==> src/adc_compute_defs.vh <==
// Register offsets, field positions and counts of the ADC result computation unit
`ifndef ADC_COMPUTE_DEFS_VH
`define ADC_COMPUTE_DEFS_VH
`define OFS_CTRL 8'h00
`define OFS_STATUS 8'h04
`define OFS_REPEAT 8'h08
`define OFS_COUNT 8'h0C
`define OFS_ACC 8'h10
`define OFS_FILTER 8'h14
`define OFS_RESULT 8'h18
`define OFS_THRESH 8'h1C
`define CTRL_MODE_LSB 0
`define CTRL_DSEN_BIT 3
`define CTRL_SHIFT_LSB 4
`define CTRL_CLR_BIT 7
`define CTRL_GO_BIT 8
`define CTRL_RC_BIT 9
`define CTRL_CAP_BIT 10
`define CTRL_TMODE_LSB 11
`define ST_DONE_BIT 0
`define ST_THR_BIT 1
`define ST_OVF_BIT 2
`define MODE_BASIC 3'h0
`define MODE_ACCUM 3'h1
`define MODE_AVERAGE 3'h2
`define MODE_BURST 3'h3
`define MODE_LPF 3'h4
`define TM_NEVER 3'h0
`define TM_LT_LOW 3'h1
`define TM_GE_LOW 3'h2
`define TM_INSIDE 3'h3
`define TM_OUTSIDE 3'h4
`define TM_LE_UP 3'h5
`define TM_GT_UP 3'h6
`define TM_ALWAYS 3'h7
`define CNT_MAX 8'hFF
`define CLEAR_RC_TICKS 3'h5
`define RC_DIV_DEFAULT 100
`define RESP_OKAY 2'h0
`define RESP_SLVERR 2'h2
`endif

==> src/adc_compute_unit.v <==
// ADC post-conversion computation unit with AXI4-Lite register access
//
// Implementation choices: register access over AXI4-Lite and the address map.
`timescale 1ns/1ps
`default_nettype none
`include "adc_compute_defs.vh"
// How it works
// RULE_01: Three-bit mode field picks computation behaviour
// RULE_02: Basic mode: no accumulation, test every sample
// RULE_03: Accumulate adds sample, counter saturates at FF
// RULE_04: Accumulate sets threshold and done flags
// RULE_05: Average tests at target, clears next trigger
// RULE_06: Burst clears on go, retriggers until target
// RULE_07: Filter: sample plus acc minus shifted acc
// RULE_08: Double sample uses difference over two conversions
// RULE_09: Sixteen-bit accumulator, overflow above 65535
// RULE_10: Each trigger adds result and counts sample; the code does so per completed conversion, not per trigger
// RULE_11: Clear bit clears acc, overflow, counter, itself
// RULE_12: RC clock clear takes five RC cycles
// RULE_13: Filter output is accumulator shifted right
// RULE_14: Shift 1 to 6 sets filter cutoff
// RULE_15: Extra hold capacitance only while sampling
// RULE_16: Met threshold condition sets threshold flag
// RULE_17: Overflow signals threshold; comparisons are signed
// RULE_18: Result zero-extended, difference sign-extended
module adc_compute_unit #(
  parameter RES_W = 10,
  parameter RC_DIV = `RC_DIV_DEFAULT
) (
  input wire aclk,
  input wire aresetn,
  input wire [7:0] s_axi_awaddr,
  input wire [2:0] s_axi_awprot,
  input wire s_axi_awvalid,
  output reg s_axi_awready,
  input wire [31:0] s_axi_wdata,
  input wire [3:0] s_axi_wstrb,
  input wire s_axi_wvalid,
  output reg s_axi_wready,
  output reg [1:0] s_axi_bresp,
  output reg s_axi_bvalid,
  input wire s_axi_bready,
  input wire [7:0] s_axi_araddr,
  input wire [2:0] s_axi_arprot,
  input wire s_axi_arvalid,
  output reg s_axi_arready,
  output reg [31:0] s_axi_rdata,
  output reg [1:0] s_axi_rresp,
  output reg s_axi_rvalid,
  input wire s_axi_rready,
  input wire ext_trigger,
  input wire conv_done,
  input wire [RES_W-1:0] conversion_result,
  input wire sampling,
  output reg conv_start_r,
  output reg extra_hold_capacitance_r
);
  // Control fields
  reg [2:0] compute_mode_select;
  reg double_sample_enable;
  reg [2:0] shift_amount;
  reg conversion_go;
  reg use_internal_rc_clock;
  reg extra_cap_enable;
  reg [2:0] thresh_mode;
  reg [7:0] repeat_target;
  reg [15:0] lower_thresh;
  reg [15:0] upper_thresh;
  // State
  reg [15:0] sum_accumulator;
  reg [7:0] sample_counter;
  reg sum_overflow_flag;
  reg conversion_done_flag;
  reg threshold_hit_flag;
  reg [RES_W-1:0] result_r;
  reg [RES_W-1:0] previous_result;
  reg second_half_r;
  // AXI holding registers
  reg [7:0] aw_addr_r;
  reg aw_have_r;
  reg [31:0] w_data_r;
  reg [3:0] w_strb_r;
  reg w_have_r;

  wire clr_busy;
  wire clr_done;
  wire do_write;
  wire clr_start;
  wire go_write;
  wire trigger;
  wire [15:0] filter_output;
  wire signed [17:0] sample_term;
  wire signed [17:0] acc_sum;
  wire step;
  wire [7:0] cnt_next;
  wire test_due;
  wire thr_met;
  wire [1:0] unused_prot;
  wire signed [15:0] err_val;

  assign unused_prot = s_axi_awprot[1:0] ^ s_axi_arprot[1:0];

  function thresh_check;
    input [2:0] mode;
    input signed [15:0] err;
    input signed [15:0] lo;
    input signed [15:0] hi;
    begin
      case (mode)
        `TM_NEVER: thresh_check = 1'b0;
        `TM_LT_LOW: thresh_check = (err < lo);
        `TM_GE_LOW: thresh_check = (err >= lo);
        `TM_INSIDE: thresh_check = (err >= lo) && (err <= hi);
        `TM_OUTSIDE: thresh_check = (err < lo) || (err > hi);
        `TM_LE_UP: thresh_check = (err <= hi);
        `TM_GT_UP: thresh_check = (err > hi);
        default: thresh_check = 1'b1;
      endcase
    end
  endfunction

  function [31:0] merge_bytes;
    input [31:0] old;
    input [31:0] data;
    input [3:0] strb;
    integer i;
    begin
      for (i = 0; i < 4; i = i + 1) begin
        merge_bytes[i*8 +: 8] = strb[i] ? data[i*8 +: 8] : old[i*8 +: 8];
      end
    end
  endfunction

  sum_clear_seq #(
    .RC_DIV(RC_DIV)
  ) u_clear (
    .aclk(aclk),
    .aresetn(aresetn),
    .start(clr_start),
    .use_rc(use_internal_rc_clock),
    .busy_r(clr_busy),
    .done_r(clr_done)
  );

  assign do_write = aw_have_r && w_have_r && !s_axi_bvalid;
  wire [31:0] ctrl_word = {18'h00000, thresh_mode, extra_cap_enable, use_internal_rc_clock,
    conversion_go, clr_busy, shift_amount, double_sample_enable, compute_mode_select};
  wire [31:0] ctrl_new = merge_bytes(ctrl_word, w_data_r, w_strb_r);
  wire ctrl_wr = do_write && (aw_addr_r == `OFS_CTRL);
  assign clr_start = ctrl_wr && ctrl_new[`CTRL_CLR_BIT] && !clr_busy; // see RULE_11
  assign go_write = ctrl_wr && ctrl_new[`CTRL_GO_BIT] && !conversion_go;
  assign trigger = go_write || ext_trigger;

  // Low-pass and average outputs both scale the accumulator by the shift field
  assign filter_output = sum_accumulator >> shift_amount; // see RULE_13 see RULE_14
  // A difference can be negative, so the term is carried signed
  assign sample_term = double_sample_enable ?
    ($signed({8'h00, conversion_result}) - $signed({8'h00, previous_result})) :
    $signed({8'h00, conversion_result}); // see RULE_08 see RULE_18
  assign acc_sum = (compute_mode_select == `MODE_LPF) ?
    ($signed({2'b00, sum_accumulator}) + sample_term - $signed({2'b00, filter_output})) :
    ($signed({2'b00, sum_accumulator}) + sample_term); // see RULE_07 see RULE_10
  // In double sample mode only the second conversion completes a cycle
  assign step = conv_done && !clr_busy && (!double_sample_enable || second_half_r);
  assign cnt_next = (sample_counter == `CNT_MAX) ? sample_counter :
    sample_counter + 8'h01; // see RULE_03
  assign test_due = (compute_mode_select == `MODE_BASIC) ||
    (compute_mode_select == `MODE_ACCUM) || (cnt_next >= repeat_target); // see RULE_05
  // The test must see the accumulator after this sample is folded in, not before
  assign err_val = (compute_mode_select == `MODE_BASIC) ? sample_term[15:0] :
    (acc_sum[15:0] >> shift_amount); // see RULE_16
  assign thr_met = thresh_check(thresh_mode, err_val, lower_thresh, upper_thresh) ||
    sum_overflow_flag || (acc_sum > 18'sd65535); // see RULE_17

  // Computation datapath
  always @(posedge aclk) begin
    if (!aresetn) begin
      sum_accumulator <= 16'h0000;
      sample_counter <= 8'h00;
      sum_overflow_flag <= 1'b0;
      result_r <= {RES_W{1'b0}};
      previous_result <= {RES_W{1'b0}};
      second_half_r <= 1'b0;
    end else if (clr_done) begin
      sum_accumulator <= 16'h0000; // see RULE_11
      sample_counter <= 8'h00;
      sum_overflow_flag <= 1'b0;
    end else begin
      if (trigger && ((compute_mode_select == `MODE_BURST) ||
          ((compute_mode_select == `MODE_AVERAGE) && (sample_counter >= repeat_target)))) begin
        sum_accumulator <= 16'h0000; // see RULE_05 see RULE_06
        sample_counter <= 8'h00;
      end
      if (conv_done && !clr_busy) begin
        result_r <= conversion_result;
        if (double_sample_enable) begin
          second_half_r <= !second_half_r;
          if (!second_half_r) begin
            previous_result <= conversion_result;
          end
        end else begin
          second_half_r <= 1'b0;
          previous_result <= result_r;
        end
      end
      if (step && (compute_mode_select != `MODE_BASIC) &&
          (compute_mode_select <= `MODE_LPF)) begin // see RULE_01 see RULE_02
        sum_accumulator <= acc_sum[15:0]; // see RULE_09
        sample_counter <= cnt_next;
        if (acc_sum > 18'sd65535) begin
          sum_overflow_flag <= 1'b1;
        end
      end
    end
  end

  // Flags, go bit and retrigger; a hardware set wins over a software clear
  always @(posedge aclk) begin
    if (!aresetn) begin
      conversion_done_flag <= 1'b0;
      threshold_hit_flag <= 1'b0;
      conversion_go <= 1'b0;
      conv_start_r <= 1'b0;
      extra_hold_capacitance_r <= 1'b0;
    end else begin
      conv_start_r <= 1'b0;
      extra_hold_capacitance_r <= extra_cap_enable && sampling; // see RULE_15
      if (do_write && (aw_addr_r == `OFS_STATUS) && w_strb_r[0]) begin
        if (w_data_r[`ST_DONE_BIT]) begin
          conversion_done_flag <= 1'b0;
        end
        if (w_data_r[`ST_THR_BIT]) begin
          threshold_hit_flag <= 1'b0;
        end
      end
      if (conv_done && !clr_busy) begin
        conversion_done_flag <= 1'b1; // see RULE_02 see RULE_04
      end
      if (step && test_due && thr_met && (compute_mode_select <= `MODE_LPF)) begin
        threshold_hit_flag <= 1'b1; // see RULE_04 see RULE_16
      end
      if (go_write) begin
        conversion_go <= 1'b1;
        conv_start_r <= 1'b1;
      end else if (step && (compute_mode_select == `MODE_BURST) &&
          (cnt_next < repeat_target)) begin
        conv_start_r <= 1'b1; // see RULE_06
      end else if (conv_done && double_sample_enable && !second_half_r) begin
        conv_start_r <= conversion_go;
      end else if (conv_done) begin
        conversion_go <= 1'b0;
      end
    end
  end

  // Register writes
  always @(posedge aclk) begin
    if (!aresetn) begin
      compute_mode_select <= `MODE_BASIC;
      double_sample_enable <= 1'b0;
      shift_amount <= 3'h0;
      use_internal_rc_clock <= 1'b0;
      extra_cap_enable <= 1'b0;
      thresh_mode <= `TM_NEVER;
      repeat_target <= 8'h00;
      lower_thresh <= 16'h0000;
      upper_thresh <= 16'h0000;
    end else if (do_write) begin
      if (aw_addr_r == `OFS_CTRL) begin
        compute_mode_select <= ctrl_new[`CTRL_MODE_LSB +: 3];
        double_sample_enable <= ctrl_new[`CTRL_DSEN_BIT];
        shift_amount <= ctrl_new[`CTRL_SHIFT_LSB +: 3];
        use_internal_rc_clock <= ctrl_new[`CTRL_RC_BIT];
        extra_cap_enable <= ctrl_new[`CTRL_CAP_BIT];
        thresh_mode <= ctrl_new[`CTRL_TMODE_LSB +: 3];
      end
      if ((aw_addr_r == `OFS_REPEAT) && w_strb_r[0]) begin
        repeat_target <= w_data_r[7:0];
      end
      if (aw_addr_r == `OFS_THRESH) begin
        {upper_thresh, lower_thresh} <= merge_bytes({upper_thresh, lower_thresh},
          w_data_r, w_strb_r);
      end
    end
  end

  // AXI4-Lite write channels: address and data taken independently
  always @(posedge aclk) begin
    if (!aresetn) begin
      aw_have_r <= 1'b0;
      w_have_r <= 1'b0;
      aw_addr_r <= 8'h00;
      w_data_r <= 32'h00000000;
      w_strb_r <= 4'h0;
      s_axi_awready <= 1'b0;
      s_axi_wready <= 1'b0;
      s_axi_bvalid <= 1'b0;
      s_axi_bresp <= `RESP_OKAY;
    end else begin
      s_axi_awready <= !aw_have_r && !s_axi_awready && s_axi_awvalid;
      s_axi_wready <= !w_have_r && !s_axi_wready && s_axi_wvalid;
      if (s_axi_awvalid && s_axi_awready) begin
        aw_have_r <= 1'b1;
        aw_addr_r <= {s_axi_awaddr[7:2], 2'b00};
      end
      if (s_axi_wvalid && s_axi_wready) begin
        w_have_r <= 1'b1;
        w_data_r <= s_axi_wdata;
        w_strb_r <= s_axi_wstrb;
      end
      if (do_write) begin
        aw_have_r <= 1'b0;
        w_have_r <= 1'b0;
        s_axi_bvalid <= 1'b1;
        s_axi_bresp <= (aw_addr_r == `OFS_CTRL || aw_addr_r == `OFS_STATUS ||
          aw_addr_r == `OFS_REPEAT || aw_addr_r == `OFS_THRESH) ? `RESP_OKAY : `RESP_SLVERR;
      end else if (s_axi_bvalid && s_axi_bready) begin
        s_axi_bvalid <= 1'b0;
      end
    end
  end

  // AXI4-Lite read channel
  always @(posedge aclk) begin
    if (!aresetn) begin
      s_axi_arready <= 1'b0;
      s_axi_rvalid <= 1'b0;
      s_axi_rdata <= 32'h00000000;
      s_axi_rresp <= `RESP_OKAY;
    end else begin
      s_axi_arready <= !s_axi_rvalid && !s_axi_arready && s_axi_arvalid;
      if (s_axi_arvalid && s_axi_arready) begin
        s_axi_rvalid <= 1'b1;
        s_axi_rresp <= `RESP_OKAY;
        case ({s_axi_araddr[7:2], 2'b00})
          `OFS_CTRL: s_axi_rdata <= ctrl_word;
          `OFS_STATUS: s_axi_rdata <= {29'h00000000, sum_overflow_flag,
            threshold_hit_flag, conversion_done_flag};
          `OFS_REPEAT: s_axi_rdata <= {24'h000000, repeat_target};
          `OFS_COUNT: s_axi_rdata <= {24'h000000, sample_counter};
          `OFS_ACC: s_axi_rdata <= {16'h0000, sum_accumulator};
          `OFS_FILTER: s_axi_rdata <= {16'h0000, filter_output};
          `OFS_RESULT: s_axi_rdata <= {{(16-RES_W){1'b0}}, previous_result,
            {(16-RES_W){1'b0}}, result_r};
          `OFS_THRESH: s_axi_rdata <= {upper_thresh, lower_thresh};
          default: begin
            s_axi_rdata <= 32'h00000000;
            s_axi_rresp <= `RESP_SLVERR;
          end
        endcase
      end else if (s_axi_rvalid && s_axi_rready) begin
        s_axi_rvalid <= 1'b0;
      end
    end
  end
endmodule // adc_compute_unit
`default_nettype wire

==> src/sum_clear_seq.v <==
// Accumulator clear sequencer, timed by system clock or internal RC clock enable
`timescale 1ns/1ps
`default_nettype none
`include "adc_compute_defs.vh"
module sum_clear_seq #(
  parameter RC_DIV = `RC_DIV_DEFAULT
) (
  input wire aclk,
  input wire aresetn,
  input wire start,
  input wire use_rc,
  output reg busy_r,
  output reg done_r
);
  reg [15:0] div_r;
  reg [2:0] ticks_r;
  wire rc_tick;
  // Stand-in for the internal RC clock: one-cycle enable from a divider
  assign rc_tick = (div_r == 16'h0000);
  always @(posedge aclk) begin
    if (!aresetn) begin
      div_r <= 16'h0000;
    end else if (rc_tick) begin
      div_r <= RC_DIV[15:0] - 16'h0001;
    end else begin
      div_r <= div_r - 16'h0001;
    end
  end
  always @(posedge aclk) begin
    if (!aresetn) begin
      busy_r <= 1'b0;
      done_r <= 1'b0;
      ticks_r <= 3'h0;
    end else begin
      done_r <= 1'b0;
      if (!busy_r) begin
        if (start) begin
          busy_r <= 1'b1;
          ticks_r <= 3'h0;
        end
      end else if (!use_rc) begin
        busy_r <= 1'b0;
        done_r <= 1'b1;
      end else if (rc_tick) begin
        if (ticks_r == `CLEAR_RC_TICKS - 3'h1) begin // see RULE_12
          busy_r <= 1'b0;
          done_r <= 1'b1;
        end else begin
          ticks_r <= ticks_r + 3'h1;
        end
      end
    end
  end
endmodule // sum_clear_seq
`default_nettype wire

==> config.mk <==
export PLATFORM = sky130hd
export DESIGN_NAME = adc_compute_unit
export DESIGN_NICKNAME = d
export VERILOG_FILES = /design/src/adc_compute_unit.v /design/src/sum_clear_seq.v
export VERILOG_INCLUDE_DIRS = /design/src
export SDC_FILE = /design/constraint.sdc
export NUM_CORES = 1
export LEC_CHECK = 0
export ABC_AREA = 1
export BUFFER_PORTS_ARGS = -buffer_cell sky130_fd_sc_hd__buf_2
export CORE_UTILIZATION = 60
export CTS_BUF_LIST = sky130_fd_sc_hd__clkbuf_2
export CTS_CLUSTER_SIZE = 20
export DETAILED_ROUTE_END_ITERATION = 10
export PLACE_DENSITY = 0.81
export SYNTH_ARGS = -nofsm -noshare
export SYNTH_HDL_FRONTEND = slang
export SYNTH_HIERARCHICAL = 1
export SYNTH_SLANG_ARGS = --single-unit
==> constraint.sdc <==
create_clock -name aclk -period 8.6 [get_ports aclk]
set_input_delay 1.72 -clock aclk [delete_from_list [all_inputs] [get_ports aclk]]
set_output_delay 1.72 -clock aclk [all_outputs]
set_load 0.03 [all_outputs]
==> flow_summary.yaml, run 1 <==
synth:
  ys_types: 61
  synth-simple-area-share_pct: 30.4
  synthArstFlopShare_pct: 0
  synth_xor_xnor_area_share_pct: 0.938
  synth_top_family_by_area: "simple AND/OR/NAND/NOR gates"
  synth_adder_area_share_pct: 9.09
  synth_compound_area_share_pct: 20.2
  seq_area_frac_synth_pct: 29.6
  ys_top_cells_by_area: "dfxtp_1, nand2_1, ha_1"
  synth_commonest_cells: "nand2_1, inv_1, dfxtp_1"
  synth.largest_area_cell: "dfxtp_1"
  synth_edf_count: 0
  yosys_warnings: 6
  synth.top_cell.area_share_pct: 29.6
  syn_area_mm2: 0.0140
  synthFlopType: "dfxtp_1"
  netlist_instances: 2124
  synth_area_per_cell_um2: 6.60
  synth_most_common_cell: "nand2_1"
  synthMuxAreaShare_pct: 0.214
  synth_seq_cells: 207
cts:
  post_cts_resized: 0
  worstSkewPairLatency_ns: 0.86
  cts_hold_buf: 0
  post-cts-setup-buffers: 0
  cts.clk_slew.worst_paths_ns: 0.10
  cts_buffers: 53
  cts_tree: "done"
  cts-root-buf: "clkbuf_2"
  htreeDepth: 2
  cts_sinks: 207
  cts_buffer_depth: 3
cells_and_area:
  area_growth_pct: 7.51
  drive_gt1_share_pct: 13.7
  stdcell_count: 2555
  nets: 2394
  finalCoreUtilization_pct: 66.1
sta:
  setup_viol: 0
  worst_pin_slew_ns: 1.10
  period_needed_ns: 7.64
  skew_ns: 0.0596
  tns_ns: 0
  fmaxAchievable_ghz: 0.131
  slew_violations: 0
  rsz0062_at_grt: "false"
  slew_headroom_pct: 26.4
  whs_ns: 0.429
  hold_violations: 0
  fin_crit_sh_pct: 88.9
global_route:
  grt_use_total_pct: 35.7
  grtUsageMet2_pct: 57.8
  grt_remaining_overflow: 0
  grt_pass1_wl_um: 67900
  grt_max_degree: 117
  antenna_found_initial: 1
  grt-busiest-layer: "met2"
  grt_pass1_vias: 13336
  grt_use_met3_pct: 5.13
  grtUsageMet1_pct: 47.9
place:
  gp_congestion: 0.960
  dp.cells: 2474
  dpl.hpwl_um: 32800
  portBuffers: 108
routing:
  drtIter0Drc: 1405
  drc_errors: 0
  drtPass1Iterations: 7
  ant_nets: 0
  vias: 14683
  finalWirelength_um: 42700
  avgRoutedWirePerCell_um: 16.7
  viasPerCell: 5.75
floorplanning:
  dieArea_mm2: 0.0240
  start_util_pct: 61.5
  ios: 121
  num_rows: 55
  dieWidth_um: 155
  die_h_um: 155
  fp.coreArea_mm2: 0.0228
worst_setup_path:
  crit_required_ns: 9.32
  timing.critical_path.slowest_cell_delay_ns: 0.45
  setup.worst_path.class: "in -> reg"
  r2r_slack_ns: 1.63
  timing.rr.start: "previous_result[0]"
  critPathLaunchType: "input port"
  critPathSlowestCell: "fa_1"
  cp-end-kind: "flop"
  cp.arrival_ns: 8.36
  cp_max_fo: 5
  cp_common_cell: "nand2_1"
  reg2reg_depth: 45
  r2r-end: "threshold_hit_flag"
worst_hold_path:
  min_to: "s_axi_awready"
  hp-start: "aw_have_r"
  hp-class: "reg -> reg"
  whs_path_depth: 1
power:
  p_leak_uw: 0.00684
  finalPower_uw: 2170
  power_density_mw_per_mm2: 144
  ir_worst_vdd_v: 0.000125
outcome:
  status: "finished clean"
job:
  maxCapViolCount: 0
-- layer usage --
metal  vias up  part of all wire, %
met4         0                  3.6
met2       669                   45
met5         -                    0
met3       110                  8.5
li1       7275                    -
met1      6629                   43
-- worst max-delay path: cells and delay by family --
kind            cells  cell delay (ns)
simple gates       28             2.65
compound gates      9             1.80
fa+ha+maj           5             1.67
buf+inv             4             0.36
xor+xnor            1             0.16
-- area by class of cell --
cell class / instances / area (um2)
Multi-Input combinational cell: 1583 / 8530
Fill cell: 2143 / 7720
Sequential cell: 207 / 4140
Inverter: 251 / 942
Timing Repair Buffer: 120 / 633
Tap cell: 313 / 392
Clock buffer: 69 / 345
Clock inverter: 11 / 71.3
Antenna cell: 1 / 2.50
-- logic make-up (layout without fill, tap and decap cells) --
group | after synthesis | in the layout
AND/OR/NAND/NOR | 954 | 954
AO/OA/AOI/OAI | 509 | 509
buffers and inverters | 335 | 451
flip-flops | 207 | 207
adder cells (fa/ha/maj) | 100 | 100
XOR/XNOR | 15 | 15
multiplexers | 3 | 3
other | 1 | 3
-- power by group --
part,total [uW],switching (uW),internal [uW],leakage (uW)
clock,637,395,243,0.000315
sequential,1050,40.1,1010,0.00168
combinational,483,314,169,0.00484
-- placed cells by master (no fill, tap or decap), drive strengths merged, types with 2 or more instances in the layout --
cell	synthesis	final
a21o	3	3
a21oi	213	213
a221oi	3	3
a22oi	10	10
a31oi	18	18
and2	4	4
and3	2	2
buf	44	120
clkbuf	40	69
clkinv	6	15
conb	1	2
dfxtp	207	207
fa	3	3
ha	97	97
inv	245	245
mux2i	3	3
nand2	517	517
nand3	171	171
nand3b	5	5
nand4	14	14
nor2	198	198
nor3	31	31
nor4	3	3
o2111ai	5	5
o211ai	8	8
o21a	7	7
o21ai	199	199
o21bai	4	4
o221ai	10	10
o22ai	21	21
o31ai	5	5
or2	8	8
xnor2	6	6
xor2	9	9
-- through the flow --
stage                     setup WS [ns]  cell area [um2]
final                             0.955            15100
after global routing              0.347            15100
after CTS                          1.19            15100
after detailed placement          0.316            14600
after global placement            0.409            14600
after floorplan                    1.74            14000
-- worst max path at each step --
stage / depth (start not counted) / to / startpoint
6_report: 47 / threshold_hit_flag / conversion_result[0]
5_1_grt: 43 / threshold_hit_flag / conversion_result[0]
4_1_cts: 47 / threshold_hit_flag / conversion_result[0]
3_5_place_dp: 47 / threshold_hit_flag / conversion_result[0]
3_3_place_gp: 47 / threshold_hit_flag / conversion_result[0]
2_1_floorplan: 45 / threshold_hit_flag / conversion_result[0]
-- flip-flops by register name, summed over array words and instances (netlist names), 10 cells and up --
register and count:
previous_result 10, sum_accumulator 16, upper_thresh 16, u_clear/div_r 16, w_data_r 32, s_axi_rdata 32, result_r 10, lower_thresh 16
(Power assumes the default switching activity.)
==> run 2, diff against run 1 <==
--- a/config.mk
+++ b/config.mk
@@ -9,7 +9,6 @@
 export ABC_AREA = 1
 export BUFFER_PORTS_ARGS = -buffer_cell sky130_fd_sc_hd__buf_2
 export CORE_UTILIZATION = 60
-export CTS_BUF_LIST = sky130_fd_sc_hd__clkbuf_2
 export CTS_CLUSTER_SIZE = 20
 export DETAILED_ROUTE_END_ITERATION = 10
 export PLACE_DENSITY = 0.81
==> run 2 against run 1 <==
Maximum frequency fell by 3.4%; global-route usage down 0.11 points; largest cell class unchanged; die area stayed put; power rose by 14%; largest power group unchanged; critical endpoint unchanged; combinational power rose by 0.8%; via count decreased by 0.40%; cell area up 2.0%; utilization is 1.3 points higher; hold slack got worse by 0.0047 ns; non-clock buffer count did not move; register-to-register slack better by 0.06 ns; sequential power is essentially flat.
==> flow_summary.yaml, run 2 (synthesis results as in run 1) <==
outcome:
  status: "finished clean"
cts:
  cts_buffer_depth: 3
  cts_sinks: 207
  post-cts-setup-buffers: 0
  worstSkewPairLatency_ns: 0.51
  cts-root-buf: "clkbuf_16"
  cts_buffers: 23
  cts_tree: "done"
  cts.clk_slew.worst_paths_ns: 0.06
  htreeDepth: 1
place:
  gp_congestion: 0.960
  portBuffers: 108
  dp.cells: 2474
  dpl.hpwl_um: 32800
routing:
  ant_nets: 0
  drc_errors: 0
  viasPerCell: 5.81
  finalWirelength_um: 42900
  avgRoutedWirePerCell_um: 17.1
  drtIter0Drc: 1489
  vias: 14624
  drtPass1Iterations: 6
power:
  power_frac_comb_pct: 19.6
  p_leak_uw: 0.00687
  power.switching_uw: 756
  power_density_mw_per_mm2: 161
  power_frac_clock_pct: 38.0
  ir_worst_vdd_v: 0.000181
  pwr-share-seq_pct: 42.4
  internal_power_uw: 1730
  switching_share_pct: 30.5
sta:
  slew_headroom_pct: 27.4
  skew_ns: 0.0185
  tns_ns: 0
  slew_violations: 0
  rsz0062_at_grt: "false"
  worst_pin_slew_ns: 1.09
  setup_viol: 0
  hold_violations: 0
  period_needed_ns: 7.91
  fmaxAchievable_ghz: 0.126
  fin_crit_sh_pct: 92.0
floorplanning:
  start_util_pct: 61.5
  num_rows: 55
  fp.coreArea_mm2: 0.0228
  dieWidth_um: 155
  ios: 121
  die_h_um: 155
  dieArea_mm2: 0.0240
cells_and_area:
  n_antenna_cell: 0
  n_fill_cell: 2045
  largestRegisters: "s_axi_rdata (32), w_data_r (32)"
  multiInputGateArea_mm2: 0.00854
  nets: 2364
  stdcell_count: 2515
  final_common_cell: "nand2_1"
  regArea_mm2: 0.00414
  area_growth_pct: 9.70
  layout_common_cells: "nand2_1, inv_1, dfxtp_1"
  drive_gt1_share_pct: 12.3
worst_setup_path:
  crit_required_ns: 8.99
  critical_path_buf_inv_count: 4
  timing.rr.start: "previous_result[0]"
  cp_top_family: "simple AND/OR/NAND/NOR gates"
  worstSetupPathDepth: 47
  cp-end-kind: "flop"
  timing.critical_path.slowest_cell_delay_ns: 0.46
  cp_max_fo: 5
  reg2reg_depth: 45
  critPathLaunchType: "input port"
  r2r-end: "threshold_hit_flag"
  cp.arrival_ns: 8.30
  r2r_slack_ns: 1.69
  endpoint: "threshold_hit_flag"
  startpoint: "conversion_result[0]"
  setup.worst_path.class: "in -> reg"
  cp_common_cell: "nand2_1"
  critPathSlowestCell: "fa_1"
job:
  maxCapViolCount: 0
global_route:
  grt_pass1_wl_um: 67900
  antenna_found_initial: 0
  grt_max_degree: 117
  grt_remaining_overflow: 0
  grt_pass1_vias: 13172
  grt_use_total_pct: 35.6
worst_hold_path:
  hp-class: "reg -> reg"
## run 2: changes by cell type in the layout (fill, tap and decap cells not counted), moves of 3 or more
cell / delta
clkbuf_16: +23
clkbuf_2: -69
clkinv_1: -9
clkbuf_8: +6
clkinv_2: +3
clkbuf_1: +6
## run 2: worst min-delay path by stage
stage,startpoint,to,slack (ns),depth (start not counted)
finish,aw_have_r,s_axi_awready,0.42,1
global route,u_clear/div_r[0],u_clear/div_r[0],0.45,1
CTS,aw_have_r,s_axi_awready,0.43,1
detailed placement,aw_have_r,s_axi_awready,0.42,1
global placement,aw_have_r,s_axi_awready,0.41,1
floorplan,aw_have_r,s_axi_awready,0.40,1
## run 2: power groups by stage
stage               Combinational [uW]  Sequential (uW)  Clock (uW)
detailed placement                 475             1070           0
CTS                                480             1050         946
global route                       549             1060         984
global placement                   460             1070           0
finish                             487             1050         942
floorplan                          372             1070           0
## run 2: final cells by class
class                           count  share of cell area (%)
Clock buffer                       35                    4.43
Clock inverter                      6                   0.252
Inverter                          251                    6.13
Multi-Input combinational cell   1583                    55.6
Sequential cell                   207                    27.0
Tap cell                          313                    2.55
Timing Repair Buffer              120                    4.12
## run 2: repair_timing
action | CTS | global route
endpoints found under the setup margin | 0 | 1
hold buffers | 0 | 0
resized for setup | 0 | 2
## run 2: through the flow
stage               hold slack [ns]  util [%]  setup WS (ns)  instance area [um2]  total power (uW)
floorplan                     0.397         -           1.74                14000              1440
global placement              0.408      64.3          0.409                14600              1530
detailed placement            0.425      64.3          0.316                14600              1550
CTS                           0.426      67.4          0.811                15400              2480
global route                  0.448      67.5         0.0505                15400              2590
finish                        0.424      67.5          0.687                15400              2480
## run 2: per-layer routing
layer / vias to the layer above / global-route usage, % / part of all wire [%]
met3: 110 / 5.10 / 8.2
li1: 7190 / - / -
met1: 6679 / 47.7 / 43
met4: 0 / 13.6 / 3.7
met5: - / 0 / 0
met2: 645 / 57.7 / 45
